### config.mk
export PLATFORM = sky130hd
export DESIGN_NAME = bcfa_top
export DESIGN_NICKNAME = d
export VERILOG_FILES = /design/src/verilog/bcfa_pkg.sv /design/src/verilog/bcfa_sync.sv /design/src/verilog/bcfa_top.sv
export VERILOG_INCLUDE_DIRS = /design/src /design/src/verilog
export SDC_FILE = /design/constraint.sdc
export NUM_CORES = 1
export LEC_CHECK = 0
export BUFFER_PORTS_ARGS = -buffer_cell sky130_fd_sc_hd__buf_2
export CAP_MARGIN = 20
export CORE_UTILIZATION = 50
export CTS_BUF_LIST = sky130_fd_sc_hd__clkbuf_4 sky130_fd_sc_hd__clkbuf_8 sky130_fd_sc_hd__clkbuf_16
export DETAILED_ROUTE_END_ITERATION = 12
export PLACE_DENSITY = 0.68
export SYNTH_ARGS = -nofsm -noshare
export SYNTH_HDL_FRONTEND = slang
export SYNTH_SLANG_ARGS = --single-unit
### constraint.sdc
create_clock -name sys_clk_i -period 3 [get_ports sys_clk_i]
set_input_delay 0 -clock sys_clk_i [delete_from_list [all_inputs] [get_ports sys_clk_i]]
set_output_delay 0 -clock sys_clk_i [all_outputs]
set_load 0.02 [all_outputs]
### src/verilog/bcfa_cfg.svh
// Timing and code constants for the beep code fault annunciator.
// Assumes a 25 MHz service processor clock.
`ifndef BCFA_CFG_SVH
`define BCFA_CFG_SVH

`define BCFA_CLK_HZ           25000000
`define BCFA_LONG_MS          600
`define BCFA_SHORT_MS         150
`define BCFA_GAP_MS           200
`define BCFA_PAUSE_MS         1500
`define BCFA_LONG_CYC         ((`BCFA_CLK_HZ / 1000) * `BCFA_LONG_MS)
`define BCFA_SHORT_CYC        ((`BCFA_CLK_HZ / 1000) * `BCFA_SHORT_MS)
`define BCFA_GAP_CYC          ((`BCFA_CLK_HZ / 1000) * `BCFA_GAP_MS)
`define BCFA_PAUSE_CYC        ((`BCFA_CLK_HZ / 1000) * `BCFA_PAUSE_MS)
`define BCFA_CNT_W            32
`define BCFA_CODE_W           4
`define BCFA_BITS_PER_GROUP   3'h4
`define BCFA_MSB_IDX          2'h3
`define BCFA_CODE_ROM         4'h0
`define BCFA_CODE_VIDC        4'h1
`define BCFA_CODE_RTC         4'h2
`define BCFA_CODE_SPRAM       4'h3
`define BCFA_CODE_VRAM        4'h4
`define BCFA_CODE_TIMER       4'h5
`define BCFA_CODE_BOOTCPY     4'h6
`define BCFA_CODE_CPUTO       4'h7
`define BCFA_CODE_BUSFAIL     4'h8
`define BCFA_CODE_MRAM        4'h9
// Code nine beeps long short short short, not its binary value
`define BCFA_PAT_MRAM         4'h8

`endif

### src/verilog/bcfa_pkg.sv
// Types for the beep code fault annunciator.
// Included constants live in bcfa_cfg.svh.
package bcfa_pkg;

  typedef enum logic [2:0] {
    BCFA_IDLE,
    BCFA_BEEP,
    BCFA_GAP,
    BCFA_PAUSE,
    BCFA_TONE
  } bcfa_state_t;

endpackage

### src/verilog/bcfa_sync.sv
// Three-stage input synchroniser with agreement filter.
// Assumes the input is asynchronous to sys_clk_i.
`timescale 1ns/1ps
`include "bcfa_cfg.svh"

module bcfa_sync
(
  // Clock and reset
  input  wire logic sys_clk_i,
  input  wire logic rstn_i,
  // Async level in, filtered level out
  input  wire logic async_i,
  output logic      level_o
);

  logic s1;
  logic s2;
  logic s3;
  logic next_level;

  always_comb
  begin
    next_level = level_o;
    if (s2 == s3)
    begin
      next_level = s3;
    end
  end

  always_ff @(posedge sys_clk_i or negedge rstn_i)
  begin
    if (!rstn_i)
    begin
      s1      <= 1'b0;
      s2      <= 1'b0;
      s3      <= 1'b0;
      level_o <= 1'b0;
    end
    else
    begin
      s1      <= async_i;
      s2      <= s1;
      s3      <= s2;
      level_o <= next_level;
    end
  end

endmodule

### src/verilog/bcfa_top.sv
// Beep code fault annunciator: turns self-test faults into sounder codes.
// Assumes fault strobes come from logic on sys_clk_i; bus fail and
// processor halt arrive from pins and are synchronised here.
// How it works
// RL1 - A detected fault sounds as a group of exactly four beeps.
// RL2 - Long beep means bit one, short beep means bit zero.
// RL3 - Group repeats forever after a silent pause until power off.
// RL4 - Most significant bit sent first; code one is short short short long.
// RL5 - Boot ROM checksum mismatch reports code zero, four short beeps.
// RL6 - Video controller self-test failure reports code one.
// RL7 - Stopped real time clock reports code two.
// RL8 - Service processor internal memory corruption reports code three.
// RL9 - Video display memory test failure reports code four.
// RL10 - Serial port timer not working reports code five.
// RL11 - Boot code copy mismatch in video memory reports code six.
// RL12 - Main processor handover timeout reports code seven.
// RL13 - Expansion bus fail line reports code eight as continuous tone; the code gives it only from idle, never once a fault group has started.
// RL14 - Main memory test failure reports code nine, beeped long short short short.
// RL15 - Main processor halting after OS load gives continuous tone; the code gives it only from idle, never once a fault group has started.
// RL16 - Beep, gap and pause lengths are clock-cycle parameters.
`timescale 1ns/1ps
`include "bcfa_cfg.svh"

module bcfa_top
  import bcfa_pkg::*;
#(
  // RL16 durations in cycles
  parameter int unsigned LONG_CYC  = `BCFA_LONG_CYC,
  parameter int unsigned SHORT_CYC = `BCFA_SHORT_CYC,
  parameter int unsigned GAP_CYC   = `BCFA_GAP_CYC,
  parameter int unsigned PAUSE_CYC = `BCFA_PAUSE_CYC
)
(
  // Clock and reset
  input  wire logic       sys_clk_i,
  input  wire logic       rstn_i,
  // Self-test fault strobes, same clock domain
  input  wire logic       rom_sum_fail_i,
  input  wire logic       vid_ctrl_fail_i,
  input  wire logic       rtc_stopped_i,
  input  wire logic       sp_ram_fail_i,
  input  wire logic       vid_ram_fail_i,
  input  wire logic       timer_fail_i,
  input  wire logic       boot_copy_fail_i,
  input  wire logic       cpu_timeout_i,
  input  wire logic       main_ram_fail_i,
  // Pin inputs from outside the clock domain
  input  wire logic       bus_fail_i,
  input  wire logic       cpu_halt_i,
  input  wire logic       os_loading_i,
  // Sounder and status
  output logic            sounder_o,
  output logic            active_o,
  output logic [3:0]      code_o
);

  logic              bus_fail;
  logic              cpu_halt;
  logic              os_loading;
  bcfa_state_t       state;
  bcfa_state_t       next_state;
  logic [3:0]        code;
  logic [3:0]        next_code;
  logic [1:0]        bit_idx;
  logic [1:0]        next_bit_idx;
  logic [31:0]       cnt;
  logic [31:0]       next_cnt;
  logic              fault_hit;
  logic [3:0]        fault_code;
  logic [3:0]        beep_pat;
  logic              cur_bit;

  bcfa_sync u_sync_fail
  (
    .sys_clk_i (sys_clk_i),
    .rstn_i    (rstn_i),
    .async_i   (bus_fail_i),
    .level_o   (bus_fail)
  );

  bcfa_sync u_sync_halt
  (
    .sys_clk_i (sys_clk_i),
    .rstn_i    (rstn_i),
    .async_i   (cpu_halt_i),
    .level_o   (cpu_halt)
  );

  bcfa_sync u_sync_load
  (
    .sys_clk_i (sys_clk_i),
    .rstn_i    (rstn_i),
    .async_i   (os_loading_i),
    .level_o   (os_loading)
  );

  // Fault to code mapping, lowest code wins on ties
  always_comb
  begin
    fault_hit  = 1'b1;
    fault_code = `BCFA_CODE_ROM;
    // RL5 checksum code
    if (rom_sum_fail_i)
    begin
      fault_code = `BCFA_CODE_ROM;
    end
    // RL6 video controller
    else if (vid_ctrl_fail_i)
    begin
      fault_code = `BCFA_CODE_VIDC;
    end
    // RL7 clock stopped
    else if (rtc_stopped_i)
    begin
      fault_code = `BCFA_CODE_RTC;
    end
    // RL8 internal memory
    else if (sp_ram_fail_i)
    begin
      fault_code = `BCFA_CODE_SPRAM;
    end
    // RL9 video memory
    else if (vid_ram_fail_i)
    begin
      fault_code = `BCFA_CODE_VRAM;
    end
    // RL10 serial timer
    else if (timer_fail_i)
    begin
      fault_code = `BCFA_CODE_TIMER;
    end
    // RL11 boot copy compare
    else if (boot_copy_fail_i)
    begin
      fault_code = `BCFA_CODE_BOOTCPY;
    end
    // RL12 handover timeout
    else if (cpu_timeout_i)
    begin
      fault_code = `BCFA_CODE_CPUTO;
    end
    // RL14 main memory
    else if (main_ram_fail_i)
    begin
      fault_code = `BCFA_CODE_MRAM;
    end
    else
    begin
      fault_hit = 1'b0;
    end
  end

  // RL14 code nine pattern
  assign beep_pat = (code == `BCFA_CODE_MRAM) ? `BCFA_PAT_MRAM : code;

  // RL4 msb first
  assign cur_bit = beep_pat[bit_idx];

  always_comb
  begin
    next_state   = state;
    next_code    = code;
    next_bit_idx = bit_idx;
    next_cnt     = cnt;
    unique case (state)
      BCFA_IDLE:
      begin
        // RL13 bus fail tone
        if (bus_fail)
        begin
          next_state = BCFA_TONE;
          next_code  = `BCFA_CODE_BUSFAIL;
        end
        // RL15 halt after load
        else if (cpu_halt && os_loading)
        begin
          next_state = BCFA_TONE;
          next_code  = `BCFA_CODE_BUSFAIL;
        end
        // RL1 start group
        else if (fault_hit)
        begin
          next_state   = BCFA_BEEP;
          next_code    = fault_code;
          next_bit_idx = `BCFA_MSB_IDX;
          next_cnt     = '0;
        end
      end
      BCFA_BEEP:
      begin
        next_cnt = cnt + 32'h1;
        // RL2 long for one
        if ((cur_bit && (cnt >= LONG_CYC - 1)) || (!cur_bit && (cnt >= SHORT_CYC - 1)))
        begin
          next_cnt = '0;
          next_state = (bit_idx == 2'h0) ? BCFA_PAUSE : BCFA_GAP;
        end
      end
      BCFA_GAP:
      begin
        next_cnt = cnt + 32'h1;
        if (cnt >= GAP_CYC - 1)
        begin
          next_cnt     = '0;
          next_bit_idx = bit_idx - 2'h1;
          next_state   = BCFA_BEEP;
        end
      end
      BCFA_PAUSE:
      begin
        next_cnt = cnt + 32'h1;
        // RL3 replay forever
        if (cnt >= PAUSE_CYC - 1)
        begin
          next_cnt     = '0;
          next_bit_idx = `BCFA_MSB_IDX;
          next_state   = BCFA_BEEP;
        end
      end
      BCFA_TONE:
      begin
        next_state = BCFA_TONE;
      end
    endcase
  end

  always_ff @(posedge sys_clk_i or negedge rstn_i)
  begin
    if (!rstn_i)
    begin
      state   <= BCFA_IDLE;
      code    <= 4'h0;
      bit_idx <= 2'h0;
      cnt     <= 32'h0;
    end
    else
    begin
      state   <= next_state;
      code    <= next_code;
      bit_idx <= next_bit_idx;
      cnt     <= next_cnt;
    end
  end

  // Registered outputs
  always_ff @(posedge sys_clk_i or negedge rstn_i)
  begin
    if (!rstn_i)
    begin
      sounder_o <= 1'b0;
      active_o  <= 1'b0;
      code_o    <= 4'h0;
    end
    else
    begin
      sounder_o <= (next_state == BCFA_BEEP) || (next_state == BCFA_TONE);
      active_o  <= (next_state != BCFA_IDLE);
      code_o    <= next_code;
    end
  end

endmodule
==> key figures, run 1 <==
Timing
  • Final Hold Vio Count: 0
  • RSZ-0062 raised after global routing: false
  • Highest Clock Rate: about 0.38 GHz
  • Max-slew headroom: 58.85%
  • Final Skew: between 0.01 and 0.015 ns
  • Fin crit period: 2.655 ns
  • Max-slew violation count: 0
  • Final setup TNS: 0 ns
  • Final setup viols: 0
  • Period utilization: about nine tenths
  • Worst Tran Pin Value: roughly 0.6 ns

Yosys
  • Unique masters post-synth: between 60 and 70
  • Syn Inst Count: 355
  • Syn Nets: 371
  • Syn_area_per_cell: approximately 9.0 sq um
  • Post-synth EDFFs: 0
  • Synthesis-stage register bit count: 55
  • Post-synthesis cell area: 3202 sq um
  • Main synth FF type: dfrtp_1
  • Top post-synthesis cells by area: dfrtp_1, nand3_1, nor2_1, nor3_1, o21ai_0
  • Sequential share of the synthesized area: 42.99%
  • Area leader, netlist: dfrtp_1
  • Warnings from Yosys: 0
  • Top cell type's share of synthesized area: 42.99%
  • Async SR Flop Fraction: 100.0%

Run
  • Max-cap viol count: 0

Worst setup path
  • Crit-path slowest cell: nor4_1
  • Top delay family on crit path: simple AND/OR/NAND/NOR gates
  • Startpoint Class: flop
  • R2R cell count: 7
  • Critical path depth: 7
  • Kind of critical path: reg2reg
  • Worst EP required: 3.22 ns
  • Crit. End Element: flop
  • Critical path fanouts, max: 13
  • Worst Path Arrival: 2.88 ns
  • Worst r2r src: cnt[31]
  • Crit-path cells: nor4_1 -> nand3_1 -> or3_1 -> or3_4 -> nand2_4 -> nor2_2 -> o41ai_1
  • Worst setup path start: cnt[31]
  • Buf/Inv on CP: 0
  • Max incr delay on CP: about 0.56 ns

Global routing
  • Number of global-route vias before repair: 2460
  • Overflow after GRT: 0
  • First-pass GRT wire length: 12.38 mm
  • Largest net degree at the start of global routing: 33
  • Initial antenna violation count: 0
  • Total track usage: 24.70%

Min path
  • Critical hold path startpoint: main_ram_fail_i
  • Hold Crit Class: in2reg
  • Hold path cells: 4

Route
  • Pre-Repair DR Iteration Count: 5
  • Final wirelength: 7.562 mm
  • DRC Markers: 0
  • ANT nets after route: 0
  • Via count: between 2000 and 3000
  • First DRT Iteration DRCs: 267
  • Drt via density: 6.212
  • Drt wl/cell: 16.88 um

Finish
  • Ant diodes: 0
  • Finished Layout Cells: approximately 450
  • P&R area growth vs syn: 8.480%
  • Final Net Count: 388
  • Ratio of cells with drive above 1 in the final layout: 15.55%

Power and ir drop
  • Clock power frac: 36.2%
  • Sw frac: 25.75%
  • Peak VDD IR: 0.0003529 V
  • Internal power: 0.9521 mW
  • Seq pwr share: 59.3%
  • PD cells: 369.2 nW/um^2
  • Comb pwr share: ~4.5%
  • Switching Power: 0.3303 mW
  • Leakage power total: between 1 and 1.5 nW

CTS
  • Post-CTS Setup Repair Bufs: 0
  • Root Buffer Master: clkbuf_8
  • Hold-fix buffers at CTS: 4
  • # clock sinks: 55
  • Post-CTS Resized: 0
  • Clock latency at the later pin of the worst-skew pair: 0.33 ns
  • Clk buf depth: 2
  • H-tree Lvls: 2
  • Clock Pin Slew Worst Setup and Hold Paths: 0.12 ns
  • CTS tree: done
  • TritonCTS Buffers: 5

Floorplan
  • Die width: 82.02 um
  • Initial Utilization: 52.83%
  • DIE AREA: 6727 sq um
  • Ports: 20
  • Chip height: 82.02 um
  • FP Rows: 28
  • Core Box Area: 6061 sq um

Place
  • I/O Buffers: 19
  • DP Wirelength: 5.455 mm
  • Routability cong.: 0.9168
  • Placed cell count: 436

Run status
  • Status: complete, no violations
layout make-up:
cell class              instances  area, sq um
clock inverters                 3        33.78
multi-input cells             269         1668
clock buffers                   5        68.82
inverters                      10        37.54
flip-flops and latches         55         1376
well taps                      75        93.84
fillers                       564         2587
repair buffers                 31        195.2
layer usage:
| metal | track usage [%] | vias up | part of all wire [%] |
|---|---|---|---|
| li1 | - | 1345 | - |
| met2 | 36.53 | 79 | 44 |
| met3 | 3.667 | 16 | 5.8 |
| met1 | 36.75 | 1343 | 49 |
| met5 | 0 | - | 0 |
| met4 | 7.895 | 0 | 1.9 |
synth_stat cells (2+ instances only):
cell	count
a211o_1	3
a21o_1	2
a21oi_1	18
a22o_1	2
a31oi_1	2
and2_1	8
and3_1	5
buf_2	3
buf_4	2
buf_6	4
clkbuf_1	12
dfrtp_1	55
ha_1	2
inv_1	9
maj3_1	3
mux2i_1	3
nand2_1	25
nand2b_1	6
nand3_1	28
nand4_1	8
nor2_1	34
nor3_1	25
nor4_1	4
o211ai_1	10
o21a_1	2
o21ai_0	21
o22ai_1	2
o31a_1	2
o31ai_1	13
or2_2	3
or3_1	3
or3_4	2
or4_1	2
power groups by stage:
| stage | Combinational (mW) | Sequential (mW) | Clock, mW |
|---|---|---|---|
| detailed placement | 0.0558 | 0.775 | 0 |
| finish | 0.0581 | 0.761 | 0.464 |
| global placement | 0.0534 | 0.775 | 0 |
| floorplan | 0.0191 | 0.776 | 0 |
| CTS | 0.0597 | 0.761 | 0.475 |
| global route | 0.0668 | 0.763 | 0.497 |
per-stage QoR:
stage / total power [mW] / instance area, sq um / hold slack [ns] / utilization [%] / setup slack [ns]
after floorplan: 0.7950 / 3202 / -0.2956 / - / 0.6804
after global placement: 0.8279 / 3331 / 0.03214 / 54.95 / 0.3636
after detailed placement: 0.8311 / 3331 / 0.04692 / 54.95 / 0.3517
after CTS: 1.296 / 3473 / 0.01664 / 57.31 / 0.3314
after global routing: 1.328 / 3473 / 0.01943 / 57.31 / 0.1666
final: 1.282 / 3473 / 0.01971 / 57.31 / 0.3448
cell families after synthesis:
family / Yosys count / synth area share (%)
buffers and inverters: 31 / 4.923
flip-flops: 55 / 42.99
multiplexers: 4 / 1.290
AND/OR/NAND/NOR: 168 / 28.68
AO/OA/AOI/OAI: 91 / 20.13
adder cells (fa/ha/maj): 5 / 1.719
XOR/XNOR: 1 / 0.2736
path summary, 6_finish.rpt:
kind | endpoint | slack, ns
setup reg to reg | cnt[16] | 0.34
hold reg to reg | u_sync_fail.s2 | 0.36
max in group asynchronous | cnt[12] | 1.97
min in group asynchronous | code_o[3] | 0.20
setup / recovery | cnt[16] | 0.34
hold / removal | code_o[2] | 0.02
cell usage in the layout, fill, tap and decap left out, drive strengths merged, types with 3 or more instances in the layout:
master,count
dfrtp,55
nor2,35
nand3,28
buf,27
nand2,26
nor3,26
o21ai,21
a21oi,19
o31ai,14
inv,11
o211ai,10
nand4,8
and2,8
nand2b,7
and3,5
clkbuf,5
or2,5
or3,5
nor4,4
dlygate4sd3,4
a211o,4
mux2i,3
maj3,3
or4,3
flip-flops by register name (all words and copies together) (netlist names):
| signal | cells |
|---|---|
| u_sync_fail.s2 | 1 |
| u_sync_halt.s2 | 1 |
| bit_idx | 2 |
| u_sync_load.s1 | 1 |
| code_o | 4 |
| u_sync_fail.s1 | 1 |
| u_sync_load.s3 | 1 |
| sounder_o | 1 |
| u_sync_load.s2 | 1 |
| u_sync_fail.s3 | 1 |
| u_sync_halt.s1 | 1 |
| state | 3 |
| u_sync_halt.level_o | 1 |
| u_sync_fail.level_o | 1 |
| cnt | 32 |
| u_sync_load.level_o | 1 |
| u_sync_halt.s3 | 1 |
| active_o | 1 |
worst min-delay path, stage by stage:
cell     delay, ns
buf_2         0.12
o31ai_1       0.08
nand2_1       0.05
o21ai_0       0.06
No activity file was read; power rests on OpenSTA's default activity.
==> inputs of run 2 (changes only) <==
--- a/config.mk
+++ b/config.mk
@@ -6,12 +6,14 @@
 export SDC_FILE = /design/constraint.sdc
 export NUM_CORES = 1
 export LEC_CHECK = 0
+export ABC_AREA = 1
 export BUFFER_PORTS_ARGS = -buffer_cell sky130_fd_sc_hd__buf_2
 export CAP_MARGIN = 20
 export CORE_UTILIZATION = 50
 export CTS_BUF_LIST = sky130_fd_sc_hd__clkbuf_4 sky130_fd_sc_hd__clkbuf_8 sky130_fd_sc_hd__clkbuf_16
 export DETAILED_ROUTE_END_ITERATION = 12
-export PLACE_DENSITY = 0.68
+export PLACE_DENSITY = 0.67
+export SLEW_MARGIN = 20
 export SYNTH_ARGS = -nofsm -noshare
 export SYNTH_HDL_FRONTEND = slang
 export SYNTH_SLANG_ARGS = --single-unit
==> key figures, run 2 <==
Timing
  • Period utilization: 74.15% (-14 points)
  • WHS: 0.02161 ns (+0.001903 ns)
  • Max-slew headroom: 42.11% (-17 points)
  • Final setup TNS: 0 ns (unchanged)
  • Highest Clock Rate: 0.4495 GHz (+19%)
  • Worst Tran Pin Value: 0.8684 ns (+0.2517 ns)
  • Final WS setup: 0.7755 ns (+0.4307 ns)
  • Fin crit period: 2.224 ns (-0.4307 ns)
  • Final setup viols: 0 (unchanged)
  • Final Hold Vio Count: 0 (unchanged)
  • RSZ-0062 raised after global routing: false
  • Final Skew: 0.01432 ns (+0.004147 ns)
  • Max-slew violation count: 0 (unchanged)

Floorplan
  • Ports: 20 (unchanged)
  • DIE AREA: 8111 sq um (+21%)
  • Chip height: 90.06 um (+9.8%)
  • FP Rows: 31 (+11%)
  • Initial Utilization: 52.61% (-0.21 points)
  • Die width: 90.06 um (+9.8%)
  • Core Box Area: 7370 sq um (+22%)

Finish
  • Commonest non-fill, non-tap cell in the layout: nand2_1
  • Ant diodes: 0 (unchanged)
  • Multi-input gate area: 2078 sq um (+25%)
  • Design area: 4160 sq um (+20%)
  • Fillers: 704 (+25%)
  • Final Net Count: 582 (+50%)
  • P&R area growth vs syn: 7.293%
  • Commonest cells after routing, fill and taps aside: nand2_1, nand3_1, inv_1
  • Largest Register: cnt
  • Max reg flops: 32 (unchanged)
  • Ratio of cells with drive above 1 in the final layout: 11.64% (-3.9 points)
  • Biggest regs: cnt (32), code_o (4), state (3)
  • Register area: 1376 sq um (unchanged)

Route
  • Via count: 3772 (+36%)
  • Final wirelength: 10.18 mm (+35%)
  • DRC Markers: 0 (unchanged)
  • ANT nets after route: 0 (unchanged)
  • Drt via density: 5.664 (-8.8%)
  • Pre-Repair DR Iteration Count: 7 (+2)
  • Drt wl/cell: 15.29 um (-9.4%)
  • First DRT Iteration DRCs: 332 (+24%)

Yosys
  • Warnings from Yosys: 0 (unchanged)
  • Top post-synthesis cells by count: nand2_1, nand3_1, inv_1, nor2_1, dfrtp_1
  • Main synth FF type: dfrtp_1
  • Unique masters post-synth: 42 (-35%)
  • Area leader, netlist: dfrtp_1
  • Top post-synthesis cells by area: dfrtp_1, nand3_1, nand2_1, inv_1, nor2_1
  • Syn_area_per_cell: 7.076 sq um (-22%)
  • Syn Nets: 564 (+52%)
  • Async SR Flop Fraction: 100.0% (unchanged)
  • Post-synthesis cell area: 3877 sq um (+21%)
  • Sequential share of the synthesized area: 35.50% (-7.5 points)
  • Post-synth EDFFs: 0 (unchanged)
  • Synthesis-stage register bit count: 55 (unchanged)
  • Top cell type's share of synthesized area: 35.50% (-7.5 points)
  • Syn Inst Count: 548 (+54%)
  • Most common cell in the netlist: nand2_1

CTS
  • TritonCTS Buffers: 5 (unchanged)
  • H-tree Lvls: 2 (unchanged)
  • Clk buf depth: 2 (unchanged)
  • # clock sinks: 55 (unchanged)
  • Post-CTS Resized: 0 (unchanged)
  • Clock latency at the later pin of the worst-skew pair: 0.32 ns (about the same)
  • CTS tree: done
  • Root Buffer Master: clkbuf_8
  • Clock Pin Slew Worst Setup and Hold Paths: 0.11 ns (about the same)

Worst setup path
  • R2R cell count: 12 (+5)
  • Startpoint Class: flop
  • Worst Path Arrival: 2.43 ns (-0.45 ns)
  • Reg-to-reg setup timing slack: 0.78 ns (+0.43 ns)
  • Worst setup path start: cnt[1]
  • Kind of critical path: reg2reg
  • Reg-to-Reg End: bit_idx[0]
  • Crit. End Element: flop
  • Worst EP required: 3.20 ns (-0.02 ns)
  • Critical path fanouts, max: 24 (+11)
  • Worst r2r src: cnt[1]

Place
  • Placement-stage cell area: 4006 sq um (+20%)
  • DP Wirelength: 7.251 mm (+33%)
  • Place WS: 0.8261 ns (+0.4744 ns)
  • Routability cong.: 0.9194 (+0.28%)
  • I/O Buffers: 19 (unchanged)

Global routing
  • First-pass GRT wire length: 17.66 mm (+43%)
  • Largest net degree at the start of global routing: 38 (+15%)
  • Overflow after GRT: 0 (unchanged)
  • Number of global-route vias before repair: 3699 (+50%)
  • Initial antenna violation count: 0 (unchanged)
  • Total track usage: 26.69% (+2.0 points)

Min path
  • Worst Hold Path EP: code_o[1]
  • Hold Crit Class: in2reg
  • Critical hold path startpoint: sp_ram_fail_i
  • Hold path cells: 3 (-1)

Power and ir drop
  • Peak VDD IR: 0.0002434 V (-31%)
  • Leakage power total: 1.996 nW (+40%)
  • Tot Pwr: 1.723 mW (+34%)
  • PD cells: 414.2 nW/um^2 (+12%)

Run
  • Max-cap viol count: 0 (unchanged)

Run status
  • Status: complete, no violations
## run 2: cell count changes after synthesis, sizes merged, moves of 9 or more
cell,previous run,this run
inv,10,78
nand2,26,112
xor2,0,16
o211ai,10,0
nor3,26,16
nor2,35,79
a21oi,19,6
nand3,28,99
o31ai,14,1
o2111ai,0,10
nand4,8,22
clkbuf,12,3
## run 2: cells by family (layout without fill, tap and decap cells)
logic type,count (synthesis),after routing,synth area share [%]
and+or+nand+nor,335,335,41.30
adders and majority gates,5,5,1.420
xor gates and xnor gates,20,20,4.517
AOI/OAI and AO/OA,35,35,6.357
buffers and inverters,98,117,10.91
DFF,55,55,35.50
## run 2: area by class of cell
| type | count | area share, % |
|---|---|---|
| multi-input cells | 395 | 49.95 |
| flip-flops and latches | 55 | 33.08 |
| inverters | 80 | 7.278 |
| repair buffers | 29 | 4.451 |
| well taps | 99 | 2.977 |
| clock buffers | 5 | 1.654 |
| clock inverters | 3 | 0.6015 |
## run 2: per-layer routing
metal	wire length [um]	part of all wire, %	up-vias	GRT usage [%]
met5	0	0	-	0
li1	-	-	1836	-
met1	4877	48	1761	38.89
met3	619	6.1	20	3.299
met2	4475	44	155	41.22
met4	208	2.0	0	8.468
## run 2: worst max path at each step
stage / endpoint / cells after the start / slack, ns
floorplan: cnt[18] / 10 / 1.34
global placement: bit_idx[1] / 12 / 0.87
detailed placement: bit_idx[1] / 12 / 0.83
CTS: bit_idx[0] / 12 / 0.80
global route: active_o / 14 / 0.63
finish: bit_idx[0] / 12 / 0.78
## run 2: what timing repair did
action / in CTS / in global routing
endpoints found under the hold margin: 41 / 0
buffers inserted: 0 / 0
hold buffers: 6 / 0
## run 2: critical path: stages, from the launching register on
cell and delay, ns:
dfrtp_1 0.41, ha_1 0.26, nand3_2 0.14, o21ai_0 0.29, nand2_1 0.08, nand2_1 0.09, nand2_1 0.08, nand2_1 0.11
inv_2 0.20, nand2_1 0.14, nand4_2 0.14, nand2_1 0.08, o21ai_1 0.07
## run 2: stage by stage
step | util, % | std cells
floorplan | - | 548
global placement | 54.36 | 652
detailed placement | 54.36 | 652
CTS | 56.45 | 666
global route | 56.45 | 666
finish | 56.45 | 666
## run 2: power breakdown
part	total (mW)	switching [mW]	internal (mW)
Sequential	0.861	0.0552	0.806
Combinational	0.425	0.295	0.130
Clock	0.437	0.269	0.168
Total	1.72	0.620	1.10
